`src/fsr_map.vh`:
```
`ifndef FSR_MAP_VH
`define FSR_MAP_VH

// Command opcodes that the status logic decodes itself.
`define FSR_OP_WREN      8'h06
`define FSR_OP_WRDI      8'h04
`define FSR_OP_RDSR      8'h05
`define FSR_OP_WRSR1     8'h01
`define FSR_OP_WRSR2     8'h31
`define FSR_OP_SRST      8'hf0
`define FSR_SRST_CONFIRM 8'hd0

// Field positions of the primary status byte.
`define FSR_S1_LOCK      7
`define FSR_S1_FAIL      5
`define FSR_S1_PIN       4
`define FSR_S1_SUM_HI    3
`define FSR_S1_SUM_LO    2
`define FSR_S1_LATCH     1
`define FSR_BUSY         0

// Field positions of the secondary status byte.
`define FSR_S2_RSTALLOW  4
`define FSR_S2_LDALLOW   3
`define FSR_S2_PSUSP     2
`define FSR_S2_ESUSP     1

// Protection summary encodings.
`define FSR_SUM_NONE     2'h0
`define FSR_SUM_SOME     2'h1
`define FSR_SUM_ALL      2'h3

// Reset values of the stored bits.
`define FSR_RST_LOCK     1'h0
`define FSR_RST_LATCH    1'h0
`define FSR_RST_ALLOW    1'h0

`endif

```
`src/fsr_spi_shift.v`:
```
`timescale 1ns/100ps

// Mode 0 serial shifter: samples on rising clock, drives on falling clock.
module fsr_spi_shift (
    // Clock and reset.
    input  wire       core_clk,
    input  wire       rst_n,
    // Synchronised link pins.
    input  wire       csN,
    input  wire       sclk,
    input  wire       mosi,
    // Byte to send, sampled when each outgoing byte starts.
    input  wire [7:0] txByte,
    // Received bytes and frame status.
    output reg  [7:0] rxByte,
    output reg        rxValid,
    output wire       frameEnd,
    output reg  [2:0] bitCnt,
    output reg        misoOut
);

    reg       sclkPrev;
    reg       csPrev;
    reg [6:0] shiftIn;
    reg [6:0] shiftOut;
    wire      rise;
    wire      fall;

    // Edge detection on the sampled link clock, only inside a frame.
    assign rise     = sclk & ~sclkPrev & ~csN;
    assign fall     = ~sclk & sclkPrev & ~csN;
    assign frameEnd = csN & ~csPrev;

    // Receive path and bit counter.
    always @(posedge core_clk) begin
        if (!rst_n) begin
            sclkPrev <= 1'h0;
            csPrev   <= 1'h1;
            shiftIn  <= 7'h00;
            bitCnt   <= 3'h0;
            rxByte   <= 8'h00;
            rxValid  <= 1'h0;
        end else begin
            sclkPrev <= sclk;
            csPrev   <= csN;
            rxValid  <= 1'h0;
            if (csN) begin
                bitCnt <= 3'h0;
            end else if (rise) begin
                shiftIn <= {shiftIn[5:0], mosi};
                bitCnt  <= bitCnt + 3'h1;
                if (bitCnt == 3'h7) begin
                    rxByte  <= {shiftIn, mosi};
                    rxValid <= 1'h1;
                end
            end
        end
    end

    // Transmit path: a fresh byte is loaded at each byte boundary.
    always @(posedge core_clk) begin
        if (!rst_n) begin
            shiftOut <= 7'h00;
            misoOut  <= 1'h0;
        end else if (fall) begin
            if (bitCnt == 3'h0) begin
                misoOut  <= txByte[7];
                shiftOut <= txByte[6:0];
            end else begin
                misoOut  <= shiftOut[6];
                shiftOut <= {shiftOut[5:0], 1'h0};
            end
        end
    end

endmodule

```
`src/fsr_status_ctrl.v`:
```
`timescale 1ns/100ps
`include "fsr_map.vh"

// Overview of operation
// - Lock bit set blocks sector protect/unprotect and global operations.
// - Lock bit clears at power-up; soft reset leaves it alone.
// - With protect pin asserted, lock bit may only go from 0 to 1.
// - Clearing lock while pin asserted: whole write ignored, latch cleared.
// - Each finished erase/program sets fail flag on error, else clears it.
// - Aborted erase/program never sets the fail flag.
// - Status shows the current level of the write-protect pin.
// - Protection summary is none, some or all, from sector registers.
// - Latch at 0 rejects program, erase, protect, lockdown, status writes.
// - Latch clears at power-up and after soft reset.
// - Latch clears on write disable, gated command end/abort, hold abort, except in the cycle a whole-byte WREN or status-read frame ends.
// - Incomplete or unknown opcode leaves latch unchanged.
// - Reset-allow bit 0 at power-up blocks soft reset; only byte-2 write.
// - Lockdown-allow 0 at power-up blocks lockdown and freeze commands.
// - Lockdown-allow clears on freeze; otherwise only byte-2 write or power cycle.
// - After freeze lockdown, lockdown-allow is held at 0 until the next power-up.
// - Suspend flags show program-suspend and erase-suspend states.
// - Busy reads 1 during internal operation; status refreshes each byte.
// - Opcode 01h, data: lock in bit 7, code in bits 5..2.
// - At frame end a valid write updates lock and clears latch.
// - Write ending off a byte boundary aborts; latch clears.
// - Summary reads 00 none, 01 some, 11 all.
// - First-byte write changes bit 7 of the primary byte and clears the latch in bit 1.
module fsr_status_ctrl (
    // Clock and reset.
    input  wire       core_clk,
    input  wire       rst_n,
    // Serial link pins.
    input  wire       csN,
    input  wire       sclk,
    input  wire       mosi,
    output wire       misoOut,
    output wire       misoOe,
    // Write-protect pin, active low.
    input  wire       wpN,
    // Flash core status, same clock.
    input  wire       coreBusy,
    input  wire       progSuspended,
    input  wire       eraseSuspended,
    input  wire       anySectorProt,
    input  wire       allSectorProt,
    // Flash core events, one-cycle pulses.
    input  wire       opDone,
    input  wire       opError,
    input  wire       gatedCmdEnd,
    input  wire       freezeDone,
    input  wire       holdAbort,
    // Command handoff to the flash core.
    output reg  [7:0] opcode,
    output reg        opcodeValid,
    output wire       protCmdAllowed,
    output wire       gatedCmdAllowed,
    output wire       lockdownCmdAllowed,
    output reg        globalReq,
    output reg  [3:0] globalCode,
    output reg        softResetReq,
    // Stored status bits.
    output reg        writeLatch,
    output reg        protLock,
    output reg        failFlag,
    output reg        resetAllow,
    output reg        lockdownAllow
);

    localparam ST_OPCODE = 3'h0;
    localparam ST_READ   = 3'h1;
    localparam ST_WR1    = 3'h2;
    localparam ST_WR2    = 3'h3;
    localparam ST_RST    = 3'h4;
    localparam ST_OTHER  = 3'h5;

    wire [3:0] pinSync;
    wire       csS;
    wire       sclkS;
    wire       mosiS;
    wire       wpS;
    wire [7:0] rxByte;
    wire       rxValid;
    wire       frameEnd;
    wire [2:0] bitCnt;
    wire       wpAsserted;
    reg  [1:0] summary;
    wire [7:0] status1;
    wire [7:0] status2;
    reg  [2:0] state;
    reg        haveData;
    reg  [7:0] dataByte;
    reg        confirmOk;
    reg        latchAtOp;
    reg        readSecond;
    reg        frozen;

    // All link pins and the protect pin are synchronised first.
    fsr_sync #(
        .W (4)
    ) u_sync (
        .core_clk (core_clk),
        .rst_n    (rst_n),
        .asyncIn  ({csN, sclk, mosi, wpN}),
        .syncOut  (pinSync)
    );

    assign csS        = pinSync[3];
    assign sclkS      = pinSync[2];
    assign mosiS      = pinSync[1];
    assign wpS        = pinSync[0];
    assign wpAsserted = ~wpS;

    // Summary of sector protection, 10 never produced.
    always @* begin
        if (allSectorProt) begin
            summary = `FSR_SUM_ALL;
        end else if (anySectorProt) begin
            summary = `FSR_SUM_SOME;
        end else begin
            summary = `FSR_SUM_NONE;
        end
    end

    // Live status bytes; the pin bit reads 0 while the pin is asserted.
    assign status1 = {protLock, 1'h0, failFlag, wpS, summary, writeLatch,
                      coreBusy};
    assign status2 = {3'h0, resetAllow, lockdownAllow, progSuspended,
                      eraseSuspended, coreBusy};

    // Status read alternates primary and secondary, sampled fresh each byte.
    fsr_spi_shift u_shift (
        .core_clk (core_clk),
        .rst_n    (rst_n),
        .csN      (csS),
        .sclk     (sclkS),
        .mosi     (mosiS),
        .txByte   (readSecond ? status2 : status1),
        .rxByte   (rxByte),
        .rxValid  (rxValid),
        .frameEnd (frameEnd),
        .bitCnt   (bitCnt),
        .misoOut  (misoOut)
    );

    assign misoOe = ~csS & (state == ST_READ);

    // Permissions handed to the core's command logic.
    assign gatedCmdAllowed    = writeLatch;
    assign protCmdAllowed     = writeLatch & ~protLock;
    assign lockdownCmdAllowed = writeLatch & lockdownAllow
                                & ~frozen;

    // Command sequencer over the bytes of one frame.
    always @(posedge core_clk) begin
        if (!rst_n) begin
            state       <= ST_OPCODE;
            opcode      <= 8'h00;
            opcodeValid <= 1'h0;
            haveData    <= 1'h0;
            dataByte    <= 8'h00;
            confirmOk   <= 1'h0;
            latchAtOp   <= 1'h0;
            readSecond  <= 1'h0;
        end else begin
            opcodeValid <= 1'h0;
            if (frameEnd) begin
                state      <= ST_OPCODE;
                haveData   <= 1'h0;
                confirmOk  <= 1'h0;
                readSecond <= 1'h0;
            end else if (rxValid) begin
                case (state)
                    ST_OPCODE: begin
                        opcode      <= rxByte;
                        opcodeValid <= 1'h1;
                        latchAtOp   <= writeLatch;
                        if (rxByte == `FSR_OP_RDSR) begin
                            state <= ST_READ;
                        end else if (rxByte == `FSR_OP_WRSR1) begin
                            state <= ST_WR1;
                        end else if (rxByte == `FSR_OP_WRSR2) begin
                            state <= ST_WR2;
                        end else if (rxByte == `FSR_OP_SRST) begin
                            state <= ST_RST;
                        end else begin
                            state <= ST_OTHER;
                        end
                    end
                    ST_READ: begin
                        readSecond <= ~readSecond;
                    end
                    ST_WR1, ST_WR2: begin
                        if (!haveData) begin
                            dataByte <= rxByte;
                        end
                        haveData <= 1'h1;
                    end
                    ST_RST: begin
                        if (!haveData) begin
                            confirmOk <= (rxByte == `FSR_SRST_CONFIRM);
                        end
                        haveData <= 1'h1;
                    end
                    default: begin
                        state <= state;
                    end
                endcase
            end
        end
    end

    // Frame-end actions and stored status bits.
    always @(posedge core_clk) begin
        if (!rst_n) begin
            writeLatch    <= `FSR_RST_LATCH;
            protLock      <= `FSR_RST_LOCK;
            failFlag      <= 1'h0;
            resetAllow    <= `FSR_RST_ALLOW;
            lockdownAllow <= `FSR_RST_ALLOW;
            frozen        <= 1'h0;
            globalReq     <= 1'h0;
            globalCode    <= 4'h0;
            softResetReq  <= 1'h0;
        end else begin
            globalReq    <= 1'h0;
            softResetReq <= 1'h0;
            // Only completed operations report; aborts never pulse opDone.
            if (opDone) begin
                failFlag <= opError;
            end
            if (freezeDone) begin
                frozen        <= 1'h1;
                lockdownAllow <= 1'h0;
            end
            if (gatedCmdEnd || holdAbort) begin
                writeLatch <= 1'h0;
            end
            if (frameEnd && bitCnt == 3'h0) begin
                case (state)
                    ST_OPCODE: begin
                        if (opcodeValid) begin
                            writeLatch <= writeLatch;
                        end
                    end
                    ST_WR1: begin
                        writeLatch <= 1'h0;
                        if (haveData && latchAtOp &&
                            !(wpAsserted && protLock &&
                              !dataByte[7])) begin
                            protLock   <= dataByte[7];
                            globalReq  <= ~protLock;
                            globalCode <= dataByte[5:2];
                        end
                    end
                    ST_WR2: begin
                        writeLatch <= 1'h0;
                        if (haveData && latchAtOp) begin
                            resetAllow <= dataByte[`FSR_S2_RSTALLOW];
                            if (!frozen && !freezeDone) begin
                                lockdownAllow <=
                                    dataByte[`FSR_S2_LDALLOW];
                            end
                        end
                    end
                    ST_RST: begin
                        if (haveData && confirmOk && resetAllow) begin
                            softResetReq <= 1'h1;
                            writeLatch   <= 1'h0;
                        end
                    end
                    ST_OTHER: begin
                        if (opcode == `FSR_OP_WRDI) begin
                            writeLatch <= 1'h0;
                        end else if (opcode == `FSR_OP_WREN) begin
                            writeLatch <= 1'h1;
                        end
                    end
                    default: begin
                        writeLatch <= writeLatch;
                    end
                endcase
            end else if (frameEnd &&
                         (state == ST_WR1 || state == ST_WR2)) begin
                writeLatch <= 1'h0;
            end
        end
    end

endmodule

```
`src/fsr_sync.v`:
```
`timescale 1ns/100ps

// Two-stage synchroniser for a group of asynchronous pin levels.
module fsr_sync #(
    parameter W = 1
) (
    // Clock and reset.
    input  wire         core_clk,
    input  wire         rst_n,
    // Asynchronous inputs and their synchronised copies.
    input  wire [W-1:0] asyncIn,
    output wire [W-1:0] syncOut
);

    genvar i;

    // Each bit passes two flops; only the second stage is read.
    generate
        for (i = 0; i < W; i = i + 1) begin : g_bit
            reg stage1;
            reg stage2;
            always @(posedge core_clk) begin
                if (!rst_n) begin
                    stage1 <= 1'h1;
                    stage2 <= 1'h1;
                end else begin
                    stage1 <= asyncIn[i];
                    stage2 <= stage1;
                end
            end
            assign syncOut[i] = stage2;
        end
    endgenerate

endmodule

```
`config.mk`:
```
export PLATFORM = sky130hd
export DESIGN_NAME = fsr_status_ctrl
export DESIGN_NICKNAME = d
export VERILOG_FILES = /design/src/fsr_spi_shift.v /design/src/fsr_status_ctrl.v /design/src/fsr_sync.v
export VERILOG_INCLUDE_DIRS = /design/src
export SDC_FILE = /design/constraint.sdc
export NUM_CORES = 1
export LEC_CHECK = 0
export BUFFER_PORTS_ARGS = -buffer_cell sky130_fd_sc_hd__buf_2
export CORE_UTILIZATION = 35
export CTS_BUF_LIST = sky130_fd_sc_hd__clkbuf_4
export CTS_CLUSTER_SIZE = 8
export DETAILED_ROUTE_END_ITERATION = 8
export PLACE_DENSITY_LB_ADDON = 0.1
export SYNTH_ARGS = -nofsm -noshare
export SYNTH_HDL_FRONTEND = slang
export SYNTH_SLANG_ARGS = --single-unit
```
`constraint.sdc`:
```
create_clock -name core_clk -period 3.3 [get_ports core_clk]
set_clock_uncertainty 0.05 [all_clocks]
set_input_delay 0.165 -clock core_clk [delete_from_list [all_inputs] [get_ports core_clk]]
set_output_delay 0.165 -clock core_clk [all_outputs]
set_load 0.05 [all_outputs]
```
==> run_results.csv <==
group,metric,value,unit
yosys,synth_edf_count,0,
yosys,syn_avg_cell_area,9.14,µm²
global_route,grt_pass1_wl,10600,µm
min_path,worstHoldStart,"eraseSuspended",
finish,n_antenna_cell,0,
sta,fin_hold_ws,0.126,ns
placed_design,dp_hpwl,4400,µm
clocking,cts_buffers,9,
yosys,ys_top_cells_by_area,"dfxtp_1 (49%), mux2i_1 (9.0%), nor2_1 (5.3%)",
yosys,async_flop_share,0,
routing,wl_met3,253,µm
floorplan,num_rows,32,
clocking,clock_path_buffers,2,
routing,wl,6330,µm
power,p_leak,1.31,nW
yosys,ys_types,49,
routing,drcViolationCount,0,
setup_path,worst-r2r-setup-slack,1.45,ns
setup_path,r2r-end,"lockdownAllow$_SDFF_PN0_",
routing,firstDrtPassIters,4,
routing,vias,2301,
power,peakVddDrop,0.229,mV
sta,relSlewSlack,0.412,
finish,final_area,3340,µm²
setup_path,end_kind,"output pin",
routing,met2_wirelength,2870,µm
global_route,grt_pass1_vias,2144,
sta,fmax,463,MHz
global_route,track_usage,0.161,
clocking,clock-sinks,70,
yosys,synthesis.area,2890,µm²
placed_design,port_buffers,40,
sta,period_needed,2.16,ns
yosys,yosysSeqAreaShare,0.485,
setup_path,required,3.08,ns
run_status,outcome,"completed",
sta,setup_violations,0,
routing,viasPerCell,4.95,
floorplan,die_area,8620,µm²
min_path,hold_class,"in -> reg",
setup_path,arrival,1.94,ns
clocking,cts-root-buf,"clkbuf_4",
floorplan,io-pin-count,41,
clocking,clk_latency,0.40,ns
routing,highest_layer,"met4",
yosys,syn-num-nets,337,
placed_design,placed_cell_area,3140,µm²
routing,wl_per_cell,13.6,µm
setup_path,cp_max_fo,11,
sta,rsz0062_at_grt,"false",
sta,fin_setup_tns,0,ns
sta,hold_violations,0,
finish,nNetsFinal,381,
routing,antenna_left,0,
sta,worst_pin_slew,0.881,ns
floorplan,fp.dieW,92.8,µm
yosys,yosys.area.top_type_share,0.485,
sta,slew_violations,0,
setup_path,ff2ff_path_depth,6,
power,power.density,404,nW/µm²
clocking,post_cts_buffers,0,
floorplan,die_y,92.8,µm
sta,post-route-period-util,0.654,
finish,drive_gt1_frac,0.176,
setup_path,cp-endpoint,"misoOe",
setup_path,path_class,"reg -> out",
yosys,synth_flop_cell,"dfxtp_1",
yosys,syn_inst,316,
clocking,clk_pin_slew,0.10,ns
floorplan,core_area,7850,µm²
placed_design,routabilityCongestion,0.754,
yosys,ys_ff_latch,70,
setup_path,start_kind,"register",
setup_path,r2r_start,"u_shift.bitCnt[0]$_SDFFE_PP0P_",
run,maxCapViolations,0,
clocking,htree_num_levels,3,
global_route,grt_max_degree,51,
floorplan,initial_core_util,0.368,
setup_path,cp-startpoint,"state[0]$_SDFFE_PP0P_",
routing,first_iter_violations,69,
finish,syn_to_final_growth,15.5,%
clocking,cts_tree,"built",
routing,met1_length,3140,µm
global_route,antenna_found_initial,0,
yosys,yosys_warnings,0,
yosys,yosysTopAreaCell,"dfxtp_1",
global_route,grt-ovfl-total,0,
## Yosys cell counts, types with 2 or more instances
cell type / instances
dfxtp_1: 70
nor2_1: 41
nand2_1: 32
mux2i_1: 26
a21oi_1: 25
clkbuf_1: 14
nand2b_1: 12
nand3_1: 11
inv_1: 6
o21ai_1: 6
ha_1: 5
nor3b_1: 5
o211ai_1: 5
nor2b_1: 4
and2_1: 3
nand4b_1: 3
nor4_1: 3
or3_1: 3
xnor2_1: 3
a211oi_1: 2
a311oi_1: 2
and3_1: 2
and3b_1: 2
buf_2: 2
nand4_1: 2
nor3_1: 2
nor3_2: 2
nor3b_2: 2
## placed cells by master (no fill, tap or decap), types with 2 or more instances in the layout
cell            n
dlygate4sd3_1  10
nand4b_1        3
a211oi_1        2
nand4_1         2
xnor2_1         3
nor3_1          2
nor3b_2         2
nor2b_1         4
nor2_1         41
or3_1           3
and3b_1         2
dfxtp_1        70
a21oi_1        25
o21ai_1         6
nor3_2          2
nand2b_1       12
clkinv_2        2
and3_1          2
o211ai_1        5
nor4_1          3
and2_1          3
nand3_1        11
nor3b_1         5
a311oi_1        2
ha_1            5
inv_1           6
clkbuf_4       11
buf_2          40
mux2i_1        26
nand2_1        32
## logic make-up after synthesis
logic type,after synthesis,share of synthesized area
and+or+nand+nor,137,0.247
DFF,70,0.485
AOI/OAI and AO/OA,49,0.104
muxes,27,0.0940
buffers and inverters,25,0.0381
adders and majority gates,5,0.0217
xor gates and xnor gates,3,0.00910
## registers in the layout (all words and copies together) (netlist names), 3 cells and up
register             count
u_sync.g_bit.stage2      4
u_shift.bitCnt           3
u_shift.shiftOut         7
u_shift.shiftIn          7
globalCode               4
u_sync.g_bit.stage1      4
opcode                   8
dataByte                 5
state                    3
u_shift.rxByte           8
## metrics by stage
stage	setup WS [ns]	total power, W	utilization	instances
6_report	1.14	0.00135	0.425	465
2_1_floorplan	0.867	0.000909	-	316
5_1_grt	0.981	0.00142	0.425	465
4_1_cts	1.07	0.00138	0.425	465
3_3_place_gp	1.50	0.000925	0.400	441
3_5_place_dp	1.44	0.000925	0.400	441
## per-layer routing
metal | up-vias | global-route usage
li1 | 1183 | -
met1 | 1063 | 0.205
met2 | 48 | 0.256
met3 | 7 | 0.0542
met4 | 0 | 0.0500
met5 | - | 0
## how the worst min path moves through the flow
stage	to	slack, ns	cells after the start
global route	u_shift.shiftOut[2]$_SDFFE_PN0P_	0.12	4
floorplan	u_sync.g_bit[0].stage1$_SDFF_PN1_	0.19	1
global placement	u_sync.g_bit[1].stage1$_SDFF_PN1_	0.30	2
finish	u_shift.shiftOut[1]$_SDFFE_PN0P_	0.13	5
CTS	u_shift.shiftOut[2]$_SDFFE_PN0P_	0.09	4
detailed placement	u_sync.g_bit[3].stage1$_SDFF_PN1_	0.30	2
## layout make-up
class,count,area [µm²]
Inverter,7,26.3
Timing Repair Buffer,51,308
Multi-Input combinational cell,221,1380
Clock inverter,3,13.8
Tap cell,102,128
Clock buffer,11,82.6
Fill cell,832,4510
Sequential cell,70,1400
## report_power, final
part | internal (W) | total, W | switching (W)
Sequential | 0.000853 | 0.000858 | 0.00000510
Clock | 0.000159 | 0.000434 | 0.000275
Combinational | 0.0000260 | 0.0000566 | 0.0000306
## critical path, stage by stage, from the launching register on
cell	delay, ns
dfxtp_1	0.58
inv_1	0.21
nor4_1	0.41
buf_2	0.34
## what timing repair did
action / CTS / global route
hold endpoints to repair: 9 / 0
gates resized for setup: 0 / 0
hold buffers: 10 / 0
Note: power is estimated with default switching activity, not from simulation.
